===== src/inc/ssl_pkg.sv =====
// package of constants and types for the synthesizer serial load port
package ssl_pkg;
    // serial word layout: address first, then data
    localparam int ADDR_W = 4;
    localparam int DATA_W = 12;
    localparam int WORD_W = 16;
    localparam int CNT_W = 5;
    localparam logic [CNT_W-1:0] CNT_WORD = 5'h10;
    localparam logic [CNT_W-1:0] CNT_ADDR = 5'h04;
    localparam logic [CNT_W-1:0] CNT_MAX = 5'h1f;
    localparam logic [CNT_W-1:0] SMP_MIN = 5'h02;
    localparam logic [CNT_W-1:0] SMP_MAX = 5'h0c;
    // serial register addresses
    localparam logic [ADDR_W-1:0] SADR_PDCP = 4'h5;
    localparam logic [ADDR_W-1:0] SADR_MUX = 4'h6;
    localparam logic [ADDR_W-1:0] SADR_MODCTL = 4'h7;
    localparam logic [ADDR_W-1:0] SADR_MODDATA = 4'h8;
    // field positions inside serial registers
    localparam int MUX_SEL_LO = 6;
    localparam int MUX_SEL_HI = 8;
    localparam int MUX_TRI_BIT = 9;
    localparam int MOD_INSEL_BIT = 4;
    localparam int MOD_ADIS_BIT = 5;
    localparam int PDCP_MSTEER_BIT = 10;
    localparam int PDCP_ASTEER_BIT = 11;
    localparam logic [DATA_W-1:0] SREG_RST = 12'h000;
    // output multiplexer codes
    localparam logic [2:0] MUX_OSC = 3'h0;
    localparam logic [2:0] MUX_REF_AUX = 3'h1;
    localparam logic [2:0] MUX_REF_MAIN = 3'h2;
    localparam logic [2:0] MUX_PD_AUX = 3'h3;
    localparam logic [2:0] MUX_PD_MAIN = 3'h4;
    localparam logic [2:0] MUX_SER = 3'h5;
    localparam logic [2:0] MUX_TEST = 3'h6;
    // wishbone byte offsets
    localparam logic [7:0] WB_STATUS = 8'h00;
    localparam logic [7:0] WB_MASK = 8'h04;
    localparam logic [7:0] WB_LAST = 8'h08;
    localparam logic [7:0] WB_SAMPLE = 8'h0c;
    localparam logic [7:0] WB_IDX = 8'h10;
    localparam logic [7:0] WB_SHADOW = 8'h14;
    localparam logic [7:0] WB_CTRL = 8'h18;
    // status bits
    localparam int EV_W = 3;
    localparam int EV_WORD = 0;
    localparam int EV_SAMPLE = 1;
    localparam int EV_DROP = 2;
    localparam logic [EV_W-1:0] MASK_RST = 3'h0;
    localparam logic CTRL_EN_RST = 1'b1;

    typedef enum logic [1:0] {
        ST_IDLE = 2'b01,
        ST_SHIFT = 2'b10
    } ssl_st_e;

    typedef struct packed {
        logic sclk;
        logic sel_n;
        logic sdata;
        logic mod_in;
    } ssl_pins_s;

    typedef struct packed {
        logic osc;
        logic ref_aux;
        logic ref_main;
        logic pd_aux;
        logic pd_main;
        logic test;
    } ssl_taps_s;

    typedef struct packed {
        logic locked;
        logic pulse;
        logic steer;
    } ssl_loop_s;
endpackage


===== src/hw/ssl_sync.sv =====
// two flip-flop synchroniser for a group of pins
`timescale 1ns/1ps
module ssl_sync #(
    parameter int WIDTH = 4,
    parameter logic [WIDTH-1:0] RST_VAL = '0
) (
    input wire logic clk_i,
    input wire logic rst_i,
    input wire logic [WIDTH-1:0] d_i,
    output logic [WIDTH-1:0] q_o
);
    logic [WIDTH-1:0] meta_q;
    logic [WIDTH-1:0] sync_q;

    always_ff @(posedge clk_i) begin
        if (rst_i) begin
            meta_q <= RST_VAL;
            sync_q <= RST_VAL;
        end else begin
            meta_q <= d_i;
            sync_q <= meta_q;
        end
    end

    assign q_o = sync_q;
endmodule // ssl_sync


===== src/hw/ssl_top.sv =====
// serial load port with wishbone status, mux output and lock pins
`timescale 1ns/1ps
module ssl_top (
    input wire logic clk_i,
    input wire logic rst_i,
    input wire logic cyc_i,
    input wire logic stb_i,
    input wire logic we_i,
    input wire logic [7:0] adr_i,
    input wire logic [3:0] sel_i,
    input wire logic [31:0] dat_i,
    output logic [31:0] dat_o,
    output logic ack_o,
    output logic irq_o,
    input wire ssl_pkg::ssl_pins_s pins_i,
    input wire ssl_pkg::ssl_taps_s taps_i,
    input wire ssl_pkg::ssl_loop_s main_loop_i,
    input wire ssl_pkg::ssl_loop_s aux_loop_i,
    output logic mux_out_o,
    output logic mux_out_oe_o,
    output logic main_lock_or_steer_out_o,
    output logic main_lock_or_steer_out_oe_o,
    output logic aux_lock_or_steer_out_o,
    output logic aux_lock_or_steer_out_oe_o,
    output logic cfg_valid_o,
    output logic [ssl_pkg::ADDR_W-1:0] cfg_addr_o,
    output logic [ssl_pkg::DATA_W-1:0] cfg_data_o,
    output logic smp_valid_o,
    output logic [ssl_pkg::DATA_W-1:0] smp_o,
    output logic [ssl_pkg::CNT_W-1:0] smp_len_o
);
    localparam int NREG = 2 ** ssl_pkg::ADDR_W;

    typedef struct packed {
        ssl_pkg::ssl_st_e st;
        logic sclk;
        logic sel_n;
        logic [ssl_pkg::WORD_W-1:0] sh;
        logic [ssl_pkg::WORD_W-1:0] msh;
        logic [ssl_pkg::CNT_W-1:0] cnt;
        logic [NREG-1:0][ssl_pkg::DATA_W-1:0] sreg;
        logic [ssl_pkg::EV_W-1:0] status;
        logic [ssl_pkg::EV_W-1:0] mask;
        logic port_en;
        logic [ssl_pkg::ADDR_W-1:0] idx;
        logic ack;
        logic [31:0] rdata;
        logic cfg_v;
        logic [ssl_pkg::ADDR_W-1:0] cfg_addr;
        logic [ssl_pkg::DATA_W-1:0] cfg_data;
        logic [ssl_pkg::CNT_W-1:0] last_cnt;
        logic smp_v;
        logic [ssl_pkg::DATA_W-1:0] smp;
        logic [ssl_pkg::CNT_W-1:0] smp_len;
        logic mux;
        logic mux_oe;
        logic mlk;
        logic mlk_oe;
        logic alk;
        logic alk_oe;
    } ssl_top_s;

    ssl_top_s q_q;
    ssl_top_s q_d;
    ssl_pkg::ssl_pins_s pin_s;

    ssl_sync #(
        .WIDTH(4),
        .RST_VAL(4'h4)
    ) u_pin_sync (
        .clk_i(clk_i),
        .rst_i(rst_i),
        .d_i(pins_i),
        .q_o(pin_s)
    );

    // decoded settings from the serially loaded registers
    logic [2:0] mux_sel;
    logic mux_tri;
    logic in_sel;
    logic adr_dis;
    logic msteer;
    logic asteer;
    assign mux_sel = q_q.sreg[ssl_pkg::SADR_MUX]
        [ssl_pkg::MUX_SEL_HI:ssl_pkg::MUX_SEL_LO];
    assign mux_tri = q_q.sreg[ssl_pkg::SADR_MUX][ssl_pkg::MUX_TRI_BIT];
    assign in_sel = q_q.sreg[ssl_pkg::SADR_MODCTL][ssl_pkg::MOD_INSEL_BIT];
    assign adr_dis = q_q.sreg[ssl_pkg::SADR_MODCTL][ssl_pkg::MOD_ADIS_BIT];
    assign msteer = q_q.sreg[ssl_pkg::SADR_PDCP][ssl_pkg::PDCP_MSTEER_BIT];
    assign asteer = q_q.sreg[ssl_pkg::SADR_PDCP][ssl_pkg::PDCP_ASTEER_BIT];

    logic sclk_rise;
    logic sel_fall;
    logic sel_rise;
    logic is_smp_len;
    assign sclk_rise = pin_s.sclk & ~q_q.sclk;
    assign sel_fall = ~pin_s.sel_n & q_q.sel_n & q_q.port_en;
    assign sel_rise = pin_s.sel_n & ~q_q.sel_n;
    assign is_smp_len = q_q.cnt >= ssl_pkg::SMP_MIN
        && q_q.cnt <= ssl_pkg::SMP_MAX;

    logic wb_req;
    logic wb_wr;
    assign wb_req = cyc_i & stb_i & ~q_q.ack;
    assign wb_wr = wb_req & we_i & sel_i[0];

    always_comb begin
        logic [ssl_pkg::EV_W-1:0] ev;
        logic [ssl_pkg::WORD_W-1:0] src;
        ev = '0;
        src = '0;
        q_d = q_q;
        q_d.sclk = pin_s.sclk;
        q_d.sel_n = pin_s.sel_n;
        q_d.cfg_v = 1'b0;
        q_d.smp_v = 1'b0;
        unique case (q_q.st)
            ssl_pkg::ST_IDLE: begin
                // clock edges while select is high do nothing
                if (sel_fall) begin
                    q_d.st = ssl_pkg::ST_SHIFT;
                    q_d.cnt = '0;
                end
            end
            ssl_pkg::ST_SHIFT: begin
                if (sel_rise) begin
                    q_d.st = ssl_pkg::ST_IDLE;
                    q_d.last_cnt = q_q.cnt;
                    src = in_sel ? q_q.msh : q_q.sh;
                    if (q_q.cnt == ssl_pkg::CNT_WORD) begin
                        // address sits in the first bits shifted
                        q_d.sreg[q_q.sh[ssl_pkg::WORD_W-1:ssl_pkg::DATA_W]] =
                            q_q.sh[ssl_pkg::DATA_W-1:0];
                        q_d.cfg_v = 1'b1;
                        q_d.cfg_addr = q_q.sh[ssl_pkg::WORD_W-1:ssl_pkg::DATA_W];
                        q_d.cfg_data = q_q.sh[ssl_pkg::DATA_W-1:0];
                        ev[ssl_pkg::EV_WORD] = 1'b1;
                    end
                    if (adr_dis && is_smp_len) begin
                        q_d.smp_v = 1'b1;
                        // older frames' bits must not leak into short samples
                        q_d.smp = src[ssl_pkg::DATA_W-1:0]
                            & ~({ssl_pkg::DATA_W{1'b1}} << q_q.cnt);
                        q_d.smp_len = q_q.cnt;
                        ev[ssl_pkg::EV_SAMPLE] = 1'b1;
                    end else if (!adr_dis && in_sel
                        && q_q.cnt == ssl_pkg::CNT_WORD
                        && q_q.msh[ssl_pkg::WORD_W-1:ssl_pkg::DATA_W]
                        == ssl_pkg::SADR_MODDATA) begin
                        q_d.smp_v = 1'b1;
                        q_d.smp = q_q.msh[ssl_pkg::DATA_W-1:0];
                        q_d.smp_len = ssl_pkg::CNT_W'(ssl_pkg::DATA_W);
                        ev[ssl_pkg::EV_SAMPLE] = 1'b1;
                    end else if (q_q.cnt != ssl_pkg::CNT_WORD) begin
                        // short or odd transfers are thrown away
                        ev[ssl_pkg::EV_DROP] = 1'b1;
                    end
                end else if (sclk_rise && !pin_s.sel_n) begin
                    q_d.sh = {q_q.sh[ssl_pkg::WORD_W-2:0], pin_s.sdata};
                    q_d.msh = {q_q.msh[ssl_pkg::WORD_W-2:0], pin_s.mod_in};
                    if (q_q.cnt != ssl_pkg::CNT_MAX) begin
                        q_d.cnt = q_q.cnt + 1'b1;
                    end
                end
            end
        endcase

        // output multiplexer, registered so the pin is glitch free
        unique case (mux_sel)
            ssl_pkg::MUX_OSC: q_d.mux = taps_i.osc;
            ssl_pkg::MUX_REF_AUX: q_d.mux = taps_i.ref_aux;
            ssl_pkg::MUX_REF_MAIN: q_d.mux = taps_i.ref_main;
            ssl_pkg::MUX_PD_AUX: q_d.mux = taps_i.pd_aux;
            ssl_pkg::MUX_PD_MAIN: q_d.mux = taps_i.pd_main;
            ssl_pkg::MUX_SER: q_d.mux = q_q.sh[ssl_pkg::WORD_W-1];
            ssl_pkg::MUX_TEST: q_d.mux = taps_i.test;
            default: q_d.mux = 1'b0;
        endcase
        q_d.mux_oe = ~mux_tri;

        // open collector lock pins, or driven steering
        if (msteer) begin
            q_d.mlk = main_loop_i.steer;
            q_d.mlk_oe = 1'b1;
        end else begin
            q_d.mlk = 1'b0;
            q_d.mlk_oe = ~main_loop_i.locked & main_loop_i.pulse;
        end
        if (asteer) begin
            q_d.alk = aux_loop_i.steer;
            q_d.alk_oe = 1'b1;
        end else begin
            q_d.alk = 1'b0;
            q_d.alk_oe = ~aux_loop_i.locked & aux_loop_i.pulse;
        end

        // wishbone slave, one wait state, unmapped reads return zero
        q_d.ack = wb_req;
        q_d.rdata = '0;
        if (wb_req && !we_i) begin
            unique case (adr_i)
                ssl_pkg::WB_STATUS: q_d.rdata[ssl_pkg::EV_W-1:0] = q_q.status;
                ssl_pkg::WB_MASK: q_d.rdata[ssl_pkg::EV_W-1:0] = q_q.mask;
                ssl_pkg::WB_LAST: q_d.rdata[20:0] =
                    {q_q.last_cnt, q_q.cfg_addr, q_q.cfg_data};
                ssl_pkg::WB_SAMPLE: q_d.rdata[16:0] = {q_q.smp_len, q_q.smp};
                ssl_pkg::WB_IDX: q_d.rdata[ssl_pkg::ADDR_W-1:0] = q_q.idx;
                ssl_pkg::WB_SHADOW: q_d.rdata[ssl_pkg::DATA_W-1:0] =
                    q_q.sreg[q_q.idx];
                ssl_pkg::WB_CTRL: q_d.rdata[0] = q_q.port_en;
                default: q_d.rdata = '0;
            endcase
        end
        if (wb_wr) begin
            unique case (adr_i)
                ssl_pkg::WB_MASK: q_d.mask = dat_i[ssl_pkg::EV_W-1:0];
                ssl_pkg::WB_IDX: q_d.idx = dat_i[ssl_pkg::ADDR_W-1:0];
                ssl_pkg::WB_CTRL: q_d.port_en = dat_i[0];
                default: ;
            endcase
        end
        // write one to clear, a new event in the same cycle wins
        if (wb_wr && adr_i == ssl_pkg::WB_STATUS) begin
            q_d.status = q_q.status & ~dat_i[ssl_pkg::EV_W-1:0];
        end
        q_d.status = q_d.status | ev;
    end

    always_ff @(posedge clk_i) begin
        if (rst_i) begin
            q_q <= '0;
            q_q.st <= ssl_pkg::ST_IDLE;
            q_q.sel_n <= 1'b1;
            q_q.sreg <= {NREG{ssl_pkg::SREG_RST}};
            q_q.mask <= ssl_pkg::MASK_RST;
            q_q.port_en <= ssl_pkg::CTRL_EN_RST;
            q_q.mux_oe <= 1'b1;
        end else begin
            q_q <= q_d;
        end
    end

    assign dat_o = q_q.rdata;
    assign ack_o = q_q.ack;
    assign irq_o = |(q_q.status & q_q.mask);
    assign mux_out_o = q_q.mux;
    assign mux_out_oe_o = q_q.mux_oe;
    assign main_lock_or_steer_out_o = q_q.mlk;
    assign main_lock_or_steer_out_oe_o = q_q.mlk_oe;
    assign aux_lock_or_steer_out_o = q_q.alk;
    assign aux_lock_or_steer_out_oe_o = q_q.alk_oe;
    assign cfg_valid_o = q_q.cfg_v;
    assign cfg_addr_o = q_q.cfg_addr;
    assign cfg_data_o = q_q.cfg_data;
    assign smp_valid_o = q_q.smp_v;
    assign smp_o = q_q.smp;
    assign smp_len_o = q_q.smp_len;

    chk_shift_count: assert property (@(posedge clk_i) disable iff (rst_i)
        (q_q.st == ssl_pkg::ST_SHIFT && !sel_rise && sclk_rise
            && !pin_s.sel_n && q_q.cnt != ssl_pkg::CNT_MAX)
        |=> q_q.cnt == $past(q_q.cnt) + 1'b1
            && q_q.sh[0] == $past(pin_s.sdata))
        else $error("serial bit not shifted");

    chk_idle_ignore: assert property (@(posedge clk_i) disable iff (rst_i)
        (q_q.st == ssl_pkg::ST_IDLE) |=> $stable(q_q.sh) && $stable(q_q.msh))
        else $error("shift while select high");

    chk_commit_word: assert property (@(posedge clk_i) disable iff (rst_i)
        (q_q.st == ssl_pkg::ST_SHIFT && sel_rise
            && q_q.cnt == ssl_pkg::CNT_WORD)
        |=> cfg_valid_o ##1 !cfg_valid_o
            && q_q.sreg[q_q.cfg_addr] == q_q.cfg_data)
        else $error("word not committed");

    chk_partial_drop: assert property (@(posedge clk_i) disable iff (rst_i)
        (q_q.st == ssl_pkg::ST_SHIFT && sel_rise
            && q_q.cnt < ssl_pkg::CNT_ADDR && !(adr_dis && is_smp_len))
        |=> !cfg_valid_o && $stable(q_q.sreg) && q_q.status[ssl_pkg::EV_DROP])
        else $error("partial transfer changed registers");

    chk_mux_tri: assert property (@(posedge clk_i) disable iff (rst_i)
        $changed(mux_tri) |=> mux_out_oe_o == !$past(mux_tri))
        else $error("mux tri-state wrong");

    chk_mux_serial: assert property (@(posedge clk_i) disable iff (rst_i)
        (mux_sel == ssl_pkg::MUX_SER) |=> mux_out_o == $past(q_q.sh[15]))
        else $error("mux serial loop-back wrong");

    chk_main_lock: assert property (@(posedge clk_i) disable iff (rst_i)
        (!msteer && main_loop_i.locked) |=> !main_lock_or_steer_out_oe_o)
        else $error("main lock pin driven while locked");

    chk_main_steer: assert property (@(posedge clk_i) disable iff (rst_i)
        (msteer && main_loop_i.steer)
        |=> main_lock_or_steer_out_oe_o && main_lock_or_steer_out_o)
        else $error("main steering not driven");

    chk_aux_lock: assert property (@(posedge clk_i) disable iff (rst_i)
        (!asteer && !aux_loop_i.locked && aux_loop_i.pulse)
        |=> aux_lock_or_steer_out_oe_o && !aux_lock_or_steer_out_o)
        else $error("aux out-of-lock pulse missing");

    chk_sample_len: assert property (@(posedge clk_i) disable iff (rst_i)
        (q_q.st == ssl_pkg::ST_SHIFT && sel_rise && adr_dis && is_smp_len)
        |=> smp_valid_o && smp_len_o == $past(q_q.cnt))
        else $error("modulation sample not taken");
endmodule // ssl_top


===== config.mk =====
export PLATFORM = sky130hd
export DESIGN_NAME = ssl_top
export DESIGN_NICKNAME = d
export VERILOG_FILES = /design/src/inc/ssl_pkg.sv /design/src/hw/ssl_sync.sv /design/src/hw/ssl_top.sv
export SDC_FILE = /design/constraint.sdc
export NUM_CORES = 1
export LEC_CHECK = 0
export BUFFER_PORTS_ARGS = -buffer_cell sky130_fd_sc_hd__buf_2
export CORE_MARGIN = 3
export CORE_UTILIZATION = 55
export DETAILED_ROUTE_END_ITERATION = 7
export GPL_ROUTABILITY_DRIVEN = 0
export PLACE_DENSITY = 0.75
export SYNTH_ARGS = -nofsm -noshare
export SYNTH_HDL_FRONTEND = slang
export SYNTH_SLANG_ARGS = --single-unit

===== constraint.sdc =====
create_clock -name clk_i -period 3.2 [get_ports clk_i]
set_input_delay 0.96 -clock clk_i [delete_from_list [all_inputs] [get_ports clk_i]]
set_output_delay 0.96 -clock clk_i [all_outputs]
set_load 0.03 [all_outputs]

### After elaboration in Yosys (flattened, before gate mapping)

Index checks and enable logic that the tools add are counted.

* eq/ne operators: 23
* reduce and logical (&&, ||, !) cells: 30
* muxes and demuxes: 34
* magnitude comparators: 5
* $mul: 0
* div/mod/pow operators: 0
* shift-type cells: 1
* bitwise gates (word level): 29
* add/subtract/negate cells: 1

Operator list (number)
* bitwise mux 192 bit: 1
* binary-select mux 12 bit (select 4 bit): 1
* demux 12 bit (select 4 bit): 1
* two-way mux 12 bit: 3
* two-way mux 18 bit: 2
* equality test 8 x 5 -> 1 bit, second input constant: 3
* case mux 8 bit (3 select lines): 1
* two-way mux 5 bit: 4
* case mux 5 bit (2 select lines): 2
* two-way mux 17 bit: 1
* equality test 8 x 4 -> 1 bit, second input constant: 2
* case mux 1 bit (7 select lines): 2
* inverter 1 bit: 13
* AND 12 bit: 1
* inverter 12 bit: 1
* case mux 2 bit (6 select lines): 1
* left shift 12 x 5 -> 12 bit, first input constant: 1
* AND 1 bit: 10
* less-than comparator 4 x 5 -> 1 bit, second input constant: 2
* inequality test 2 bit, second input constant: 5
* inequality test 5 bit, second input constant: 2
* AND reduction 2 bit: 5
* equality test 3 bit, second input constant: 3
* logical AND 1 bit: 9
* other kinds (27): 47

* logic and storage cells: 168
* input port bits: 65
* RAM bits: 0
* output and inout port bits: 75
* bits in read-only memories: 0
* latch bits: 0
* register bits: 331
* memories kept: 0

### Longest topological paths before layout

Gate-level depths: netlist (run 1).

* depth after elaboration: 9
* gate-level depth with buffers: 10
* gate-level depth less buffers: 8

### Hierarchy

Synthesis (run 1) repeated with hierarchy kept, for this count alone.

* cell total of the unflattened synthesis: 1642
* area, all modules: 14106.0 sq um

Modules (own cells, without submodules)
* ssl_top: area each 13895.8 sq um, times used 1, seq. area each 6246.0 sq um, cells each 1626
* ssl_sync: area each 210.2 sq um, times used 1, seq. area each 160.2 sq um, cells each 16

### Worst setup path before layout (run 1)

No wires, ideal clock.

* path kind: input -> register
* start point: input port adr_i[7]
* end point: register q_q[86] in the netlist's numbering
* path buffers: 1
* setup time: 128 ps
* data required time: 3072 ps
* slack: 529 ps
* arrival: 2543 ps
* stages: 6
* path through: or3_4 > or4_4 > or3b_1 > buf_2 > mux2i_1 > nor2_1

* word-level cells in the longest chain between the ends: 2

RTL lines
* from (decl): line ssl_top.sv:9 `input wire logic [7:0] adr_i,`
* equality test 8 x 3 -> 1 bit: line ssl_top.sv:215 `unique case (adr_i)`
* AND reduction 2 bit (no line)
* to (signal assigned): line ssl_top.sv:239 `q_q <= q_d;`
* to (decl): line ssl_top.sv:63 `ssl_top_s q_q;`

No other way between the ends.
A chain may end at the register's enable or synchronous reset.

### Worst setup path in the final report (run 1)

* start point: register q_q[283] in the netlist's numbering
* end point: register q_q (netlist bit in_sel)

* word-level cells in the longest chain between the ends: 2

RTL lines
* equality test 5 bit: line ssl_top.sv:130 `if (q_q.cnt == ssl_pkg::CNT_WORD) begin`
* AND reduction 3 bit (no line)

No other way between the ends.

==> results.txt, run 1 <==
status - finished clean
DRC viols - 0
slew margin rel. - 25.7%
Pwr Density - 525 nW/um^2
Worst-Skew Late Latency - 0.51 ns
vias in the first global route - 11164
worst-path maximum fanout - 12
Worst Skew - 0.0286 ns
final antenna-violating net count - 0
DR vias - 11866
post-synth top area share - 45.5%
max-cap violation count - 0
vias per cell - 5.84
cts repair resizes - 0
Clock Path Buffers - 3
f_max - 0.368 GHz
DR iter-0 viols - 1366
P&R area growth vs syn - 10.2%
commonest non-fill, non-tap cell in the layout - nand2_1
first-pass detailed-route iteration total - 5
GRT Util Overall - 26.6%
die area - 27500 sq um
initial antenna violation count - 0
Pins Over Slew Limit - 0
IO Pins - 140
Clock transition at path regs - 0.06 ns
min setup slack post-route - 0.482 ns
crit-path cells - inv_1, ha_1, nand4bb_1, nor3_1, nand2_1, nand2_1, a21oi_1
DIE WIDTH - 166 microns
Worst VDD drop - 370 uV
crit path time final - 2.72 ns
hold path depth - 1
Syn Std Cell Area - 14100 sq um
Worst-Margin Slew - 1.11 ns
CP Launch Type - flop
area post-placement - 14400 sq um
Root Driver - clkbuf_16
Syn Area/Cell - 8.29 sq um
Synth area leaders - dfxtp_1 46%, nand2_1 14%, a21oi_1 8.7%
CP top delay family - simple AND/OR/NAND/NOR gates
CP max stage delay - 0.64 ns
Final #Nets - 1756
Initial Utilization - 56.9%
slowest CP cell - nor3_1
post-DR wirelength/cell - 18.7 microns
Hold Path Class - flop to flop
first-pass GRT wire length - 60000 microns
Power, Total - 8.15 mW
Post-DP HPWL - 24600 microns
Post-CTS Setup Bufs - 0
most frequent cells in the layout - 537 x nand2_1, 318 x dfxtp_1, 246 x a21oi_1
TritonCTS clock tree - yes
Synth cell types - 59
Critical Path Stages - 7
number of clock sinks - 320
# port buffers - 97
Worst Setup End Kind - flop
reg2reg path depth - 7
CTS buffer count - 35
Post-Syn Instances - 1697
number of synthesis warnings - 0
# diodes - 0
die height - 166 microns
sequential fraction of the synthesis area - 45.5%
drt total wl - 38000 microns
RSZ-0062 raised after global routing - false
Site Rows - 57
hold_buf cts - 0
cell taking the most area after synthesis - dfxtp_1
Crit path top cell by count - nand2_1
setup TNS - 0 ns
Congestion Overflow GR - 0
largest net degree at the start of global routing - 145
Most used DFF post-synth - dfxtp_1
htree depth - 2
kind of critical path - flop to flop
pre-CTS WS - 0.333 ns
fin crit share - 84.9%
Critical path buffers and inverters - 1
Setup Viol. Count Final - 0
leakage - 5.53 nW
design area - 15500 sq um
data arrival time of the worst path - 3.09 ns
synthesized flop and latch total - 320
share of layout cells above drive strength 1 - 16.0%
required time of the critical path - 3.57 ns
FFs w/ async S/R, synth - 0%
EDFF count, synth - 0
Core Area - 24700 sq um
Hold Vio Cnt, Final - 0
Post-Route Utilization - 62.7%
-- power breakdown --
| group | switching [mW] | total [mW] | internal, mW |
|---|---|---|---|
| sequential | 0.00684 | 4.00 | 3.99 |
| combinational | 0.121 | 0.169 | 0.0475 |
| clock | 1.56 | 3.98 | 2.42 |
-- worst register-to-register path, stage by stage (launching register included) --
cell and delay, ns:
dfxtp_1 0.43, inv_1 0.12, ha_1 0.23, nand4bb_1 0.31, nor3_1 0.64, nand2_1 0.55, nand2_1 0.22, a21oi_1 0.08
-- final cells by class --
| type | instances | area, sq um |
|---|---|---|
| Fill cell | 2090 | 9230 |
| Multi-Input combinational cell | 1171 | 6630 |
| Sequential cell | 320 | 6410 |
| Clock buffer | 50 | 962 |
| Timing Repair Buffer | 144 | 897 |
| Tap cell | 324 | 405 |
| Clock inverter | 11 | 161 |
| Inverter | 13 | 48.8 |
-- synth_stat cells, drive strengths merged, types with 3 or more instances --
master / instances
a211oi: 10
a311oi: 7
clkbuf: 112
and2: 5
a21oi: 247
a222oi: 8
nand2: 537
a22oi: 7
a32oi: 3
inv: 12
nor2: 80
nand2b: 10
or2: 6
o22ai: 7
o21ai: 13
nand3: 31
mux4: 49
nor3: 14
and3b: 5
nand3b: 3
ha: 6
nor2b: 16
mux2i: 41
nor4: 3
dfxtp: 320
buf: 91
o211ai: 4
mux2: 14
nor4b: 3
and3: 4
-- through the flow --
step                      hold slack (ns)  std cells
after floorplan                     0.380       1707
after global placement              0.396       1972
after detailed placement            0.400       1972
after CTS                           0.413       2033
after global routing                0.429       2033
final                               0.411       2033
-- registers in the layout (all words and copies together) (netlist names) --
name and cells:
ack_o 1, adr_dis 1, asteer 1, aux_lock_or_steer_out_o 1, aux_lock_or_steer_out_oe_o 1, cfg_addr_o 4
cfg_data_o 12, cfg_valid_o 1, dat_o 21, in_sel 1, main_lock_or_steer_out_o 1, main_lock_or_steer_out_oe_o 1
msteer 1, mux_out_o 1, mux_out_oe_o 1, mux_sel 3, mux_tri 1, q_q 241
smp_len_o 5, smp_o 12, smp_valid_o 1, u_pin_sync.meta_q 4, u_pin_sync.q_o 4
-- layer usage --
metal	share of wire (%)	up-vias	wire length, microns	global-route usage, %
met5	0	-	0	0
met2	45	544	17200	41.6
met4	3.1	0	1170	9.19
met1	42	5626	15900	35.8
met3	9.6	71	3630	7.19
li1	-	5625	-	-
-- cells by family after synthesis --
family | count (synthesis) | synth area share, %
and+or+nand+nor | 731 | 21.7
muxes | 104 | 11.9
AOI/OAI and AO/OA | 318 | 12.6
other | 1 | 0.0266
adders and majority gates | 6 | 0.533
buffers and inverters | 216 | 7.67
xor gates and xnor gates | 1 | 0.0622
DFF | 320 | 45.5
-- worst paths after layout --
path | to | slack (ns) | from
worst max-delay path | in_sel | 0.48 | q_q[283]
worst min register to register | u_pin_sync.q_o[2] | 0.41 | u_pin_sync.meta_q[2]
worst max register to register | in_sel | 0.48 | q_q[283]
worst min-delay path | u_pin_sync.q_o[2] | 0.41 | u_pin_sync.meta_q[2]
Power figures use the tool's default switching activity.
==> inputs of run 2 (changes only) <==
Clock period 3.2 ns to 2.8 ns, I/O delays scaled along.
==> run 2 against run 1 <==
Sequential power up 14%; clock skew down 0.0031 ns; largest power group unchanged; total power up 13%; critical path depth unchanged; worst setup slack worse by 0.28 ns; final area up 0.42%; routed wire length up 0.23%; final cell count up 0.39%.
==> results.txt, run 2 (synthesis gave the netlist of run 1 again) <==
status - finished clean
Initial Utilization - 56.9% (unchanged)
worst-path maximum fanout - 12 (unchanged)
commonest non-fill, non-tap cell in the layout - nand2_1
hold_buf cts - 0 (unchanged)
GRT Util Overall - 26.6% (+0.045 points)
slew margin rel. - 43.8% (+18 points)
DR vias - 11961 (+0.80%)
crit path time final - 2.60 ns (-0.115 ns)
Worst-Margin Slew - 0.843 ns (-0.269 ns)
Post-CTS Setup Bufs - 0 (unchanged)
CP Launch Type - flop
TritonCTS clock tree - yes
Core Area - 24700 sq um (unchanged)
DR iter-0 viols - 1454 (+6.4%)
post-DR wirelength/cell - 18.6 microns (-0.16%)
final antenna-violating net count - 0 (unchanged)
DRC viols - 0 (unchanged)
Setup Viol. Count Final - 0 (unchanged)
required time of the critical path - 3.16 ns (-0.41 ns)
setup TNS - 0 ns (unchanged)
data arrival time of the worst path - 2.96 ns (-0.13 ns)
kind of critical path - flop to flop
hold_ws - 0.408 ns (-0.00329 ns)
Pwr Density - 593 nW/um^2 (+13%)
f_max - 0.384 GHz (+4.4%)
vias per cell - 5.86 (+0.41%)
Worst-Skew Late Latency - 0.52 ns (about the same)
Worst Skew - 0.0255 ns (-0.00313 ns)
Post-Route Utilization - 63.0% (+0.26 points)
fin crit share - 93.0% (+8.0 points)
Reg with most FFs - q_q
Congestion Overflow GR - 0 (unchanged)
Final #Nets - 1767 (+0.63%)
IO Pins - 140 (unchanged)
first-pass detailed-route iteration total - 6 (+1)
max-cap violation count - 0 (unchanged)
design area - 15600 sq um (+0.42%)
DIE WIDTH - 166 microns (unchanged)
cts repair resizes - 0 (unchanged)
Worst VDD drop - 396 uV (+7.3%)
max FFs per register - 241 (unchanged)
Site Rows - 57 (unchanged)
Root Driver - clkbuf_16
Worst Setup End Kind - flop
most frequent cells in the layout - 537 x nand2_1, 318 x dfxtp_1, 246 x a21oi_1
die height - 166 microns (unchanged)
htree depth - 2 (unchanged)
first-pass GRT wire length - 60300 microns (+0.51%)
Hold Vio Cnt, Final - 0 (unchanged)
Pins Over Slew Limit - 0 (unchanged)
Clock Path Buffers - 3 (unchanged)
Post-DP HPWL - 25100 microns (+2.0%)
initial antenna violation count - 0 (unchanged)
area post-placement - 14500 sq um (+0.54%)
Clock transition at path regs - 0.06 ns (about the same)
# port buffers - 97 (unchanged)
P&R area growth vs syn - 10.7%
share of layout cells above drive strength 1 - 16.7% (+0.68 points)
RSZ-0062 raised after global routing - false
leakage - 5.60 nW (+1.1%)
vias in the first global route - 11325 (+1.4%)
CTS buffer count - 34 (-2.9%)
number of clock sinks - 320 (unchanged)
drt total wl - 38000 microns (+0.23%)
die area - 27500 sq um (unchanged)
Hold Path Class - flop to flop
largest net degree at the start of global routing - 180 (+24%)
# diodes - 0 (unchanged)
run 2: final timing paths:
check             slack, ns                 to                 start  depth (start not counted)
setup / recovery       0.20            q_q[94]              q_q[283]                          7
hold / removal         0.41  u_pin_sync.q_o[2]  u_pin_sync.meta_q[2]                          1
setup reg to reg       0.20            q_q[94]              q_q[283]                          7
hold reg to reg        0.41  u_pin_sync.q_o[2]  u_pin_sync.meta_q[2]                          1
run 2: metal layers:
metal  wire length, microns  up-vias  GRT usage [%]  share of wire, %
met3                   3760       94           5.95               9.9
met2                  17300      566           42.1                45
met1                  15600     5670           35.8                41
li1                       -     5631              -                 -
met5                      0        -              0                 0
met4                   1390        0           10.3               3.7
run 2: per-stage QoR:
stage / power, mW / cells / worst slack, ns
after floorplan: 4.82 / 1707 / 0.249
after global routing: 9.51 / 2041 / 0.104
final: 9.24 / 2041 / 0.197
after global placement: 4.86 / 1984 / 0.0718
after CTS: 9.29 / 2041 / 0.271
after detailed placement: 4.86 / 1984 / 0.0733
run 2: cell type report:
class	instances	area (sq um)
fill	2064	9170
clock buffer	49	1020
multi-input combinational	1171	6630
clock inverter	8	90.1
tap	324	405
timing repair buffer	156	975
sequential	320	6410
inverter	13	48.8
run 2: power by group:
part | internal, mW | leakage, nW | switching, mW
Sequential | 4.56 | 2.58 | 0.00709
Clock | 2.71 | 0.552 | 1.77
Combinational | 0.0536 | 2.46 | 0.137
run 2: critical path, cell delays in order, from the launching register on:
cell	delay (ns)
dfxtp_1	0.43
inv_1	0.13
ha_1	0.26
nand4bb_1	0.31
nor2_1	0.47
nand3_1	0.53
nand2_1	0.22
a21oi_1	0.08
